`src/common/daq_regs_pkg.sv`:
```
/*
 * Register map, field positions, reset values and carrier types of the
 * acquisition board control block.
 * Assumes one 100 MHz clock shared with the host bus front end.
 */
`default_nettype none
package daq_regs_pkg;
   // byte offsets from the board base address
   localparam logic [4:0] OFS_DAC0 = 5'h08;
   localparam logic [4:0] OFS_CHAN_SCAN = 5'h0a;
   localparam logic [4:0] OFS_EEPROM_SER = 5'h0a;
   localparam logic [4:0] OFS_CAL_SER = 5'h0b;
   localparam logic [4:0] OFS_IRQ_EN = 5'h0c;
   localparam logic [4:0] OFS_FMT_SEL = 5'h0d;
   localparam logic [4:0] OFS_DAC1 = 5'h0e;
   localparam logic [4:0] OFS_DIO_LO = 5'h10;
   localparam logic [4:0] OFS_DIO_HI = 5'h11;
   localparam logic [4:0] OFS_DIO_RST = 5'h19;
   // serial bit-bang byte layout
   localparam int SER_DATA_POS = 7;
   localparam int SER_CLK_POS = 0;
   // channel readback layout
   localparam int RB_UNDER_POS = 6;
   localparam int RB_END_POS = 4;
   // command codes
   localparam logic [7:0] IRQ_EN_CODE = 8'h10;
   localparam logic [7:0] IRQ_DIS_CODE = 8'h00;
   localparam logic [7:0] FMT_TWOS_CODE = 8'h01;
   localparam logic [7:0] FMT_OFFSET_CODE = 8'h00;
   localparam logic [15:0] DAC_SYNC_CMD = 16'h8000;
   // calibration potentiometer load: 2 address bits then 8 value bits
   localparam logic [3:0] CAL_SHIFT_BITS = 4'ha;
   localparam logic [1:0] POT_AD_OFFSET = 2'h0;
   localparam logic [1:0] POT_AD_GAIN = 2'h1;
   localparam logic [1:0] POT_DAC0_GAIN = 2'h2;
   localparam logic [1:0] POT_DAC1_GAIN = 2'h3;
   // values after reset
   localparam logic [7:0] POT_RESET = 8'h80;
   localparam logic [11:0] DAC_RESET = 12'h000;
   localparam logic UNDER_RESET = 1'b1;
   localparam logic [7:0] DIO_OE_OFF = 8'hff;
   localparam int DAC_W = 12;

   // one host i/o cycle, one clock wide
   typedef struct packed {
      logic [4:0] addr;
      logic wr;
      logic rd;
      logic word;
      logic [15:0] wdata;
   } io_req_s;

   // converter state seen by the readback register
   typedef struct packed {
      logic [3:0] chan;
      logic [3:0] scan_end;
      logic scan_active;
      logic conv_done;
      logic single_ended;
   } scan_state_s;

   typedef logic [3:0][7:0] pot_bank_t;
endpackage
`default_nettype wire

```
`src/rtl/daq_board_control_registers.sv`:
```
/*
 * Host-visible control registers of the acquisition board: eeprom and
 * potentiometer bit-bang ports, channel/scan readback, irq enable, result
 * format, dac words and two bytes of digital i/o.
 * Assumes host strobes and converter state are synchronous to core_clk_i;
 * eeprom data and digital pins are asynchronous and are synchronised here.
 */
`timescale 1ns/1ns
`default_nettype none
// Operation
// (RL1) host reads eeprom word: nine writes, sixteen reads, one closing write
// (RL2) every eeprom transaction opens with start byte 81
// (RL3) read opcode is one then zero on bit 7, bit 0 high
// (RL4) writes four to nine carry six address bits, msb first
// (RL5) each of sixteen reads returns one eeprom data bit on bit 7
// (RL6) host closes eeprom read with byte 00
// (RL7) low four readback bits show the channel being converted
// (RL8) top channel bit valid in single-ended mode only
// (RL9) scan flag low at next-to-last channel, high after final conversion
// (RL10) scan end flag zero when channel equals scan end address
// (RL11) four eight-bit potentiometer settings held, two-bit select
// (RL12) select 00 offset, 01 gain, 10 dac0 gain, 11 dac1 gain
// (RL13) host sends two address bits then eight value bits, msb first
// (RL14) host ends potentiometer load with bit 7 low, bit 0 high
// (RL15) irq on fifo half full when enabled; full fifo pauses conversions
// (RL16) irq enable register: 10 enables, 00 disables
// (RL17) offset binary default; 01 selects twos complement, 00 returns
// (RL18) second dac loaded like first; joint update only via first dac
// (RL19) digital byte in input mode reads its pins
// (RL20) writing a digital byte makes it output and drives value
// (RL21) output-mode digital byte reads back last written value
// (RL22) write to digital reset address returns all sixteen to input
// (RL23) dac code is low twelve bits of the word
// (RL24) simultaneous mode: 8000 to first dac updates both outputs
// (RL25) serial port write drives data from bit 7, clock from bit 0
module daq_board_control_registers (
   input wire logic core_clk_i, // 100 MHz clock
   input wire logic rst_n_i, // async reset, active low
   input wire daq_regs_pkg::io_req_s io_req_i, // host i/o cycle
   output logic [7:0] io_rdata_o, // read data, registered
   output logic io_rvalid_o, // read data valid pulse
   input wire daq_regs_pkg::scan_state_s scan_i, // converter scan state
   input wire logic fifo_half_i, // fifo at least half full
   input wire logic fifo_full_i, // fifo full
   output logic irq_o, // interrupt request
   output logic adc_pause_o, // hold further conversions
   output logic twos_comp_o, // result format select
   input wire logic dac_simul_i, // dac simultaneous mode
   output logic [11:0] dac0_o, // first dac code
   output logic [11:0] dac1_o, // second dac code
   output logic ee_data_o, // eeprom serial data out
   output logic ee_clk_o, // eeprom serial clock
   input wire logic ee_data_i, // eeprom serial data in, async
   output logic cal_data_o, // potentiometer serial data
   output logic cal_clk_o, // potentiometer serial clock
   output var daq_regs_pkg::pot_bank_t pot_o, // held potentiometer settings
   input wire logic [15:0] dio_i, // digital pin levels, async
   output logic [15:0] dio_o, // digital pin drive values
   output logic [15:0] dio_oe_n_o // digital pin enables, low drives
);
   import daq_regs_pkg::*;

   logic wr_ee, wr_cal, wr_irq, wr_fmt, wr_dac0, wr_dac1, wr_rst;
   logic [1:0] wr_dio;
   logic ee_meta_q, ee_sync_q;
   logic [15:0] dio_meta_q, dio_sync_q;
   logic [1:0] dio_out_q;
   logic [15:0] dio_val_q;
   logic irq_en_q, twos_q, under_q;
   logic [11:0] dac0_hold_q, dac1_hold_q, dac0_q, dac1_q;
   logic [3:0] cal_cnt_q;
   logic [9:0] cal_shift_q;
   pot_bank_t pot_q;
   logic [7:0] rdata_d, rdata_q;
   logic rvalid_q;
   logic [3:0] last_chan_q;

   // write decode, one strobe per register
   assign wr_ee = io_req_i.wr && io_req_i.addr == OFS_EEPROM_SER;
   assign wr_cal = io_req_i.wr && io_req_i.addr == OFS_CAL_SER;
   assign wr_irq = io_req_i.wr && io_req_i.addr == OFS_IRQ_EN;
   assign wr_fmt = io_req_i.wr && io_req_i.addr == OFS_FMT_SEL;
   assign wr_dac0 = io_req_i.wr && io_req_i.word && io_req_i.addr == OFS_DAC0;
   assign wr_dac1 = io_req_i.wr && io_req_i.word && io_req_i.addr == OFS_DAC1;
   assign wr_rst = io_req_i.wr && io_req_i.addr == OFS_DIO_RST;
   assign wr_dio[0] = io_req_i.wr && io_req_i.addr == OFS_DIO_LO;
   assign wr_dio[1] = io_req_i.wr && io_req_i.addr == OFS_DIO_HI;

   // two-stage synchronisers for the asynchronous inputs
   always_ff @(posedge core_clk_i or negedge rst_n_i)
   begin
      if (!rst_n_i)
      begin
         ee_meta_q <= 1'b0;
         ee_sync_q <= 1'b0;
         dio_meta_q <= 16'h0000;
         dio_sync_q <= 16'h0000;
      end
      else
      begin
         ee_meta_q <= ee_data_i;
         ee_sync_q <= ee_meta_q;
         dio_meta_q <= dio_i;
         dio_sync_q <= dio_meta_q;
      end
   end

   // eeprom bit-bang port: pins follow the last byte written
   always_ff @(posedge core_clk_i or negedge rst_n_i)
   begin
      if (!rst_n_i)
      begin
         ee_data_o <= 1'b0;
         ee_clk_o <= 1'b0;
      end
      else if (wr_ee)
      begin
         ee_data_o <= io_req_i.wdata[SER_DATA_POS]; // [RL25]
         ee_clk_o <= io_req_i.wdata[SER_CLK_POS]; // [RL25]
      end
   end

   // potentiometer port: pins follow the byte, bits shift into a holder
   always_ff @(posedge core_clk_i or negedge rst_n_i)
   begin
      if (!rst_n_i)
      begin
         cal_data_o <= 1'b0;
         cal_clk_o <= 1'b0;
         cal_cnt_q <= 4'h0;
         cal_shift_q <= 10'h000;
      end
      else if (wr_cal)
      begin
         cal_data_o <= io_req_i.wdata[SER_DATA_POS]; // [RL25]
         cal_clk_o <= io_req_i.wdata[SER_CLK_POS]; // [RL25]
         if (cal_cnt_q < CAL_SHIFT_BITS)
         begin
            // address bits first, then value, msb first
            cal_shift_q <= {cal_shift_q[8:0], io_req_i.wdata[SER_DATA_POS]}; // [RL13]
            cal_cnt_q <= cal_cnt_q + 4'h1;
         end
         else
         begin
            cal_cnt_q <= 4'h0; // closing byte ends the load [RL14]
         end
      end
   end

   // settings bank, committed by the closing byte; index is the 2-bit select
   always_ff @(posedge core_clk_i or negedge rst_n_i)
   begin
      if (!rst_n_i)
      begin
         pot_q <= {4{POT_RESET}};
      end
      else if (wr_cal && cal_cnt_q == CAL_SHIFT_BITS)
      begin
         pot_q[cal_shift_q[9:8]] <= cal_shift_q[7:0]; // [RL11] [RL12]
      end
   end
   assign pot_o = pot_q;

   // interrupt enable and result format registers
   always_ff @(posedge core_clk_i or negedge rst_n_i)
   begin
      if (!rst_n_i)
      begin
         irq_en_q <= 1'b0;
         twos_q <= 1'b0; // offset binary after reset [RL17]
      end
      else
      begin
         if (wr_irq && io_req_i.wdata[7:0] == IRQ_EN_CODE)
            irq_en_q <= 1'b1; // [RL16]
         else if (wr_irq && io_req_i.wdata[7:0] == IRQ_DIS_CODE)
            irq_en_q <= 1'b0; // [RL16]
         if (wr_fmt && io_req_i.wdata[7:0] == FMT_TWOS_CODE)
            twos_q <= 1'b1; // [RL17]
         else if (wr_fmt && io_req_i.wdata[7:0] == FMT_OFFSET_CODE)
            twos_q <= 1'b0; // [RL17]
      end
   end
   assign irq_o = irq_en_q && fifo_half_i; // [RL15]
   assign adc_pause_o = fifo_full_i; // [RL15]
   assign twos_comp_o = twos_q;

   // dac words: direct in automatic mode, held for a joint update otherwise
   always_ff @(posedge core_clk_i or negedge rst_n_i)
   begin
      if (!rst_n_i)
      begin
         dac0_hold_q <= DAC_RESET;
         dac1_hold_q <= DAC_RESET;
         dac0_q <= DAC_RESET;
         dac1_q <= DAC_RESET;
      end
      else
      begin
         if (wr_dac0 && dac_simul_i && io_req_i.wdata == DAC_SYNC_CMD)
         begin
            dac0_q <= dac0_hold_q; // [RL24]
            dac1_q <= dac1_hold_q; // [RL24] [RL18]
         end
         else if (wr_dac0)
         begin
            dac0_hold_q <= io_req_i.wdata[DAC_W-1:0]; // [RL23]
            if (!dac_simul_i)
               dac0_q <= io_req_i.wdata[DAC_W-1:0];
         end
         if (wr_dac1)
         begin
            dac1_hold_q <= io_req_i.wdata[DAC_W-1:0]; // [RL18] [RL23]
            if (!dac_simul_i)
               dac1_q <= io_req_i.wdata[DAC_W-1:0];
         end
      end
   end
   assign dac0_o = dac0_q;
   assign dac1_o = dac1_q;

   // digital i/o: a write turns its byte to output, the reset address undoes it
   always_ff @(posedge core_clk_i or negedge rst_n_i)
   begin
      if (!rst_n_i)
      begin
         dio_out_q <= 2'b00;
         dio_val_q <= 16'h0000;
      end
      else
      begin
         for (int b = 0; b < 2; b++)
         begin
            if (wr_dio[b])
            begin
               dio_out_q[b] <= 1'b1; // [RL20]
               dio_val_q[b*8 +: 8] <= io_req_i.wdata[7:0]; // [RL20]
            end
         end
         if (wr_rst)
            dio_out_q <= 2'b00; // [RL22]
      end
   end
   assign dio_o = dio_val_q;
   assign dio_oe_n_o = {{8{!dio_out_q[1]}}, {8{!dio_out_q[0]}}};

   // scan position flag: low at next-to-last, high once last is converted
   always_ff @(posedge core_clk_i or negedge rst_n_i)
   begin
      if (!rst_n_i)
         under_q <= UNDER_RESET;
      else if (scan_i.conv_done && scan_i.chan == scan_i.scan_end)
         under_q <= 1'b1; // [RL9]
      else if (scan_i.scan_active && scan_i.chan == scan_i.scan_end - 4'h1)
         under_q <= 1'b0; // [RL9]
   end

   // read mux; unmapped addresses answer zero
   always_comb
   begin
      rdata_d = 8'h00;
      case (io_req_i.addr)
         OFS_CHAN_SCAN:
         begin
            rdata_d[SER_DATA_POS] = ee_sync_q; // [RL5]
            rdata_d[RB_UNDER_POS] = under_q; // [RL9]
            rdata_d[RB_END_POS] = scan_i.chan != scan_i.scan_end; // [RL10]
            rdata_d[2:0] = scan_i.chan[2:0]; // [RL7]
            rdata_d[3] = scan_i.single_ended & scan_i.chan[3]; // [RL8]
         end
         OFS_DIO_LO:
            rdata_d = dio_out_q[0] ? dio_val_q[7:0] : dio_sync_q[7:0]; // [RL19] [RL21]
         OFS_DIO_HI:
            rdata_d = dio_out_q[1] ? dio_val_q[15:8] : dio_sync_q[15:8]; // [RL19] [RL21]
         default:
            rdata_d = 8'h00;
      endcase
   end

   // read answer registered one cycle after the strobe
   always_ff @(posedge core_clk_i or negedge rst_n_i)
   begin
      if (!rst_n_i)
      begin
         rdata_q <= 8'h00;
         rvalid_q <= 1'b0;
      end
      else
      begin
         rvalid_q <= io_req_i.rd;
         if (io_req_i.rd)
            rdata_q <= rdata_d;
      end
   end
   assign io_rdata_o = rdata_q;
   assign io_rvalid_o = rvalid_q;

   // helper for checks: channel seen at the last read strobe
   always_ff @(posedge core_clk_i or negedge rst_n_i)
   begin
      if (!rst_n_i)
         last_chan_q <= 4'h0;
      else if (io_req_i.rd)
         last_chan_q <= scan_i.chan;
   end
endmodule
`default_nettype wire

```
`config.mk`:
```
export PLATFORM = sky130hd
export DESIGN_NAME = daq_board_control_registers
export DESIGN_NICKNAME = d
export VERILOG_FILES = /design/src/common/daq_regs_pkg.sv /design/src/rtl/daq_board_control_registers.sv
export SDC_FILE = /design/constraint.sdc
export NUM_CORES = 1
export LEC_CHECK = 0
export BUFFER_PORTS_ARGS = -buffer_cell sky130_fd_sc_hd__clkbuf_2
export CAP_MARGIN = 0
export CORE_UTILIZATION = 35
export CTS_BUF_LIST = sky130_fd_sc_hd__clkbuf_8
export DETAILED_ROUTE_END_ITERATION = 6
export GPL_TIMING_DRIVEN = 0
export HOLD_SLACK_MARGIN = 0.05
export PLACE_DENSITY_LB_ADDON = 0.3
export SYNTH_ARGS = -nofsm -noshare
export SYNTH_HDL_FRONTEND = slang
export SYNTH_SLANG_ARGS = --single-unit
```
`constraint.sdc`:
```
create_clock -name core_clk_i -period 2.1 [get_ports core_clk_i]
set_clock_uncertainty 0.1 [all_clocks]
set_input_delay 0.105 -clock core_clk_i [delete_from_list [all_inputs] [get_ports core_clk_i]]
set_output_delay 0.105 -clock core_clk_i [all_outputs]
set_load 0.005 [all_outputs]
```
# --- Word-level counts from Yosys, hierarchy flattened ---
# Cells that the tools add are included.
word_totals:
  out_inout_bits: 104
  elab_cells: 108
  inputBits: 57
  register_bits: 162
classes:
  bitwise: 2
  reduce_logical: 33
  muxes: 24
  add_sub_neg: 2
  eq_ne: 17
  n_lt_le_gt_ge: 3
ops:
  columns: ["operator", "count"]
  rows:
  - ["$mux W12", 6]
  - ["$bwmux W32", 1]
  - ["$eq A5 B4 Y1 const B", 6]
  - ["$mux W8", 3]
  - ["$logic_and A1 B1 Y1", 21]
  - ["$demux W8 S2", 1]
  - ["$eq A16 B16 Y1 const B", 1]
  - ["$eq A5 B5 Y1 const B", 3]
  - ["$pmux W5 S3", 1]
  - ["$reduce_bool A2 Y1", 6]
  - ["$eq A4 B4 Y1", 2]
  - ["$eq A8 B1 Y1 const B", 1]
  - ["$eq A8 B5 Y1 const B", 1]
  - ["$logic_not A8 Y1", 1]
  - ["$mux W1", 8]
  - ["$pmux W2 S3", 1]
  - ["$reduce_and A2 Y1", 3]
  - ["$add A4 B1 Y4 const B", 1]
  - ["$eq A4 B4 Y1 const B", 1]
  - ["$lt A4 B4 Y1 const B", 1]
  - ["$mux W4", 1]
  - ["$ne A4 B4 Y1", 1]
  - ["$sub A4 B1 Y4 const B", 1]
  - ["$lt A2 B3 Y1 const B", 1]
  - ["other kinds (7)", 8]

# --- Longest topological paths before layout ---
depth:
  ltp_word: 7
  ltp_mapped: 7
  depth_no_buf: 6

# --- Worst setup path after synthesis ---
# No wires, ideal clock.
synth_timing:
  path_type: "input to register"
  startpoint: "input port io_req_i[19] (netlist name)"
  endpoint: "register pot_q, in the netlist pot_o[0]"
  arrival_time_ns: 1.858
  path_buffers: 3
  t_required_ns: 1.875
  setup_time_ns: 0.125
  path_stages: 7
  setup_slack_ns: 0.018
  path_cell_list: "buf_6 nand2b_1 buf_6 or4b_4 buf_6 nor4_4 mux2_2"
synth_between:
  elab_chain_len: 3
synth_lines:
  columns: ["item", "line_no", "source"]
  rows:
  - ["start, declared", "daq_board_control_registers.sv:39", "input wire daq_regs_pkg::io_req_s io_req_i,"]
  - ["$eq A5 B4 Y1", "daq_board_control_registers.sv:80", "assign wr_cal = io_req_i.wr && io_req_i.addr == OFS_CAL_SER;"]
  - ["$logic_and A1 B1 Y1", "daq_board_control_registers.sv:80", null]
  - ["$logic_and A1 B1 Y1", "daq_board_control_registers.sv:157", "else if (wr_cal && cal_cnt_q == CAL_SHIFT_BITS)"]
  - ["end signal, assigned", "daq_board_control_registers.sv:155", "pot_q <= {4{POT_RESET}};"]
  - ["end signal, assigned by index", "daq_board_control_registers.sv:159", "pot_q[cal_shift_q[9:8]] <= cal_shift_q[7:0];"]
  - ["end, declared", "daq_board_control_registers.sv:73", "pot_bank_t pot_q;"]
# No other way between the ends.
# A chain may end at the register's enable or synchronous reset.

# --- Worst setup path after layout ---
layout_timing:
  startpoint: "input port io_req_i[5] (netlist name)"
  endpoint: "register twos_q, in the netlist twos_comp_o"
layout_between:
  elab_chain_len: 3
  word_cells_on_any_way: 6
  cone_classes: "1 x eq/ne; 1 x mux; 4 x reduce/logical"
layout_lines:
  columns: ["item", "line_no", "source"]
  rows:
  - ["$eq A8 B1 Y1 or $logic_not A8 Y1 (tied branches)", "daq_board_control_registers.sv:178, daq_board_control_registers.sv:180", null]
  - ["$logic_and A1 B1 Y1 (on tied branches)", "daq_board_control_registers.sv:178, daq_board_control_registers.sv:180", null]
  - ["$mux W1 or $reduce_bool A2 Y1 (tied branches)", null, null]
  - ["end signal, assigned", "daq_board_control_registers.sv:170", "twos_q <= 1'b0;"]
  - ["end signal, assigned", "daq_board_control_registers.sv:179", "twos_q <= 1'b1;"]
  - ["end signal, assigned", "daq_board_control_registers.sv:181", "twos_q <= 1'b0;"]
  - ["end, declared", "daq_board_control_registers.sv:69", "logic irq_en_q, twos_q, under_q;"]
# Parallel ways exist; a longest one is shown, timed or not.

==> impl_metrics.env <==
export IMPL_cts_tree="done"
export IMPL_synth_warnings=0
export IMPL_fp_dieW_um=141
export IMPL_setup_slack_ns=0.0832
export IMPL_multi_input_area_um2=2410
export IMPL_final_util=0.472
export IMPL_antenna_found_initial=0
export IMPL_grt_pass1_vias=5132
export IMPL_insertion_delay_ns=0.45
export IMPL_ys_types=51
export IMPL_syn_area_um2=6790
export IMPL_dieArea_um2=20000
export IMPL_grt_ovfl_total=0
export IMPL_regArea_um2=4060
export IMPL_swShare=0.267
export IMPL_synth_seq_area_share=0.598
export IMPL_hold_start="io_req_i[2]"
export IMPL_netlist_instances=507
export IMPL_design_core_area_um2=18800
export IMPL_hold_viol=0
export IMPL_area_growth_pct=30.9
export IMPL_top_level_ports=161
export IMPL_power_share_clock=0.344
export IMPL_critical_path_required_ns=2.34
export IMPL_post_route_cell_area_um2=8880
export IMPL_synthAdderAreaFrac=0.00553
export IMPL_drc=0
export IMPL_p_leak_nw=4.34
export IMPL_diodes=0
export IMPL_hpwl_mm=12.3
export IMPL_path_class="in -> reg"
export IMPL_startpoint_type="input pin"
export IMPL_cp_arrival_ns=2.26
export IMPL_grt_max_degree=85
export IMPL_synthSimpleGateAreaFrac=0.0937
export IMPL_syn_nets=567
export IMPL_crit_cells=6
export IMPL_std_cell_rows=50
export IMPL_slowest_stage="dlygate4sd3_1"
export IMPL_initial_core_util=0.360
export IMPL_synthTopCellsByArea="dfrtp_1 (58%), mux2_2 (13%), mux2_4 (3.5%), dfstp_2 (1.9%), buf_4 (1.7%)"
export IMPL_p_int_mw=5.00
export IMPL_ys_seq_elements=162
export IMPL_gp_congestion=0.873
export IMPL_finalSetupViolCount=0
export IMPL_vdd_ir_drop_max_uv=341
export IMPL_grt_use_total=0.192
export IMPL_critPathMaxStageDelay_ns=0.62
export IMPL_syn_mean_instance_area_um2=13.4
export IMPL_tightestPinTransition_ns=1.25
export IMPL_ys_flop_type="dfrtp_1"
export IMPL_layout_min_cycle_time_ns=2.02
export IMPL_drt_pass1_iter_count=5
export IMPL_slew_limit_headroom=0.157
export IMPL_dp_cells=925
export IMPL_hold_depth=4
export IMPL_yosysTopAreaCell="dfrtp_1"
export IMPL_seqPwrFrac=0.524
export IMPL_clkTransAtPathRegs_ns=0.09
export IMPL_finalMaxSlewViolations=0
export IMPL_synth_edf_count=0
export IMPL_synth_xor_area_share=0.00903
export IMPL_synth_async_sr_flop_share=1.00
export IMPL_reg2reg_from="cal_cnt_q[1]$_DFFE_PN0P_"
export IMPL_crit_fanout=4
export IMPL_hold_class="in -> reg"
export IMPL_routed_wl_mm=18.3
export IMPL_startpoint="io_req_i[5]"
export IMPL_viasPerCell=5.08
export IMPL_cap_violations=0
export IMPL_cts_htree_levels=4
export IMPL_reg2reg_depth=5
export IMPL_die_h_um=141
export IMPL_port_buffers=157
export IMPL_synth_top_area_share=0.579
export IMPL_numCtsBuffers=17
export IMPL_synth_mux_area_frac=0.176
export IMPL_crit_family="buffers and inverters"
export IMPL_grt_pass1_wl_mm=28.9
export IMPL_path_cells="clkbuf_2 -> nor4_2 -> dlygate4sd3_1 -> nand4_1 -> mux2_2 -> dlygate4sd3_1"
export IMPL_rsz0062_at_grt="false"
export IMPL_drive_gt1_frac=0.430
export IMPL_placed_cell_area_um2=7930
export IMPL_crit_buf_inv=3
export IMPL_combPwrFrac=0.132
export IMPL_cts_sinks=162
export IMPL_fin_hold_ws_ns=0.0845
export IMPL_power_density_nw_per_um2=768
export IMPL_outcome="finished, final reports clean"
export IMPL_root_buffer="clkbuf_8"
export IMPL_fin_crit_sh=0.960
export IMPL_vias=5127
export IMPL_power_switching_mw=1.82
export IMPL_endpoint_kind="flop"
export IMPL_fin_nets=796
export IMPL_fmax_mhz=496
export IMPL_preCtsSetupSlack_ns=-0.738
export IMPL_crit_top_cell="dlygate4sd3_1"
export IMPL_final_antenna_net_count=0
export IMPL_synth_compound_area_frac=0.0699
export IMPL_cts_buffer_depth=2
export IMPL_drtIter0Drc=289
export IMPL_wl_per_cell_um=18.2
export IMPL_synth_top_family_by_area="multiplexers"
export IMPL_nFillCells=1727
export IMPL_layoutNonFillerInstCount=1009
==> cells in the mapped netlist, types with 10 or more instances <==
| cell | count |
|---|---|
| dfrtp_1 | 157 |
| mux2_2 | 77 |
| clkbuf_1 | 21 |
| o21ai_0 | 20 |
| nor2_1 | 19 |
| inv_1 | 18 |
| mux2_4 | 16 |
| nand4_1 | 16 |
| buf_4 | 15 |
| a31oi_1 | 12 |
| nand2_1 | 12 |
| nor3_1 | 11 |
| nor4_1 | 10 |
==> cells in the final DEF (no fill, tap or decap), types with 8 or more instances in the layout <==
| cell | n |
|---|---|
| clkbuf_1 | 19 |
| nor2_1 | 19 |
| clkbuf_2 | 156 |
| inv_1 | 18 |
| and2_1 | 9 |
| nor3_1 | 11 |
| dfrtp_1 | 157 |
| mux2i_1 | 9 |
| a31oi_1 | 12 |
| clkbuf_8 | 20 |
| nand2_1 | 12 |
| mux2_4 | 16 |
| mux2_2 | 77 |
| o21ai_0 | 19 |
| dlygate4sd3_1 | 49 |
| nor4_1 | 9 |
| a221o_1 | 8 |
| nand4_1 | 16 |
| buf_4 | 19 |
==> metrics by stage <==
step,power (mW),TNS [ns]
after global placement,4.41,-336.59
after detailed placement,4.46,-29.72
after global routing,7.15,0
after CTS,6.90,-0.00465
final,6.82,0
after floorplan,3.99,0
==> final cells by class <==
cell class                 count  share of cell area
buffer                        40              0.0276
timing repair buffer         212               0.153
tap                          260              0.0366
inverter                      18             0.00761
clock inverter                13              0.0168
multi-input combinational    285               0.272
sequential                   162               0.457
clock buffer                  19              0.0294
==> cell families (layout without fill, tap and decap cells) <==
kind of cell | Yosys count | after routing
fa+ha+maj | 3 | 3
buf+inv | 60 | 302
flops | 162 | 162
compound gates | 69 | 69
xor+xnor | 7 | 7
mux | 102 | 102
simple gates | 104 | 104
==> flip-flops by register name (all words and copies together) (netlist names), 10 cells and up <==
name / cells
dac1_o: 12
dio_sync_q: 16
pot_o: 32
dac0_hold_q: 12
dac1_hold_q: 12
cal_shift_q: 10
dio_o: 16
dio_meta_q: 16
dac0_o: 12
==> worst min-delay path: stages <==
cell and delay (ns):
clkbuf_2 0.18, nor4_1 0.13, nand4_1 0.11, a31oi_1 0.08
==> power groups by stage <==
stage                     sequential, mW  clock (mW)  combinational, mW
final                               3.58        2.35              0.898
after global routing                3.61        2.55              0.990
after CTS                           3.57        2.42              0.910
after detailed placement            3.61           0              0.841
after global placement              3.60           0              0.806
after floorplan                     3.57           0              0.411
==> metal layers <==
layer	share of wire	up-vias	wire length, µm	GRT usage
li1	-	2299	-	-
met1	0.44	2616	8040	0.252
met2	0.49	185	8910	0.309
met3	0.058	27	1060	0.0476
met4	0.016	0	302	0.0669
met5	0	-	0	0
==> worst paths after layout <==
kind                                                    to  slack [ns]
worst max-delay path               twos_comp_o$_DFFE_PN0P_        0.08
worst min-delay path                  dac1_o[11]$_DFF_PN0_        0.08
worst max register to register       pot_o[29]$_DFFE_PN0P_        0.17
worst min register to register     dio_sync_q[7]$_DFF_PN0_        0.25
max in group asynchronous       dac1_hold_q[0]$_DFFE_PN0N_        0.92
min in group asynchronous          dio_meta_q[8]$_DFF_PN0_        0.14
==> repair_timing <==
action	CTS	global route
setup buffers	1	4
hold buffers	49	0
endpoints found under the setup margin	26	22
endpoints found under the hold margin	141	0
pin swaps	0	1
resized for setup	1	1
Note: power is estimated with default switching activity, not from simulation.
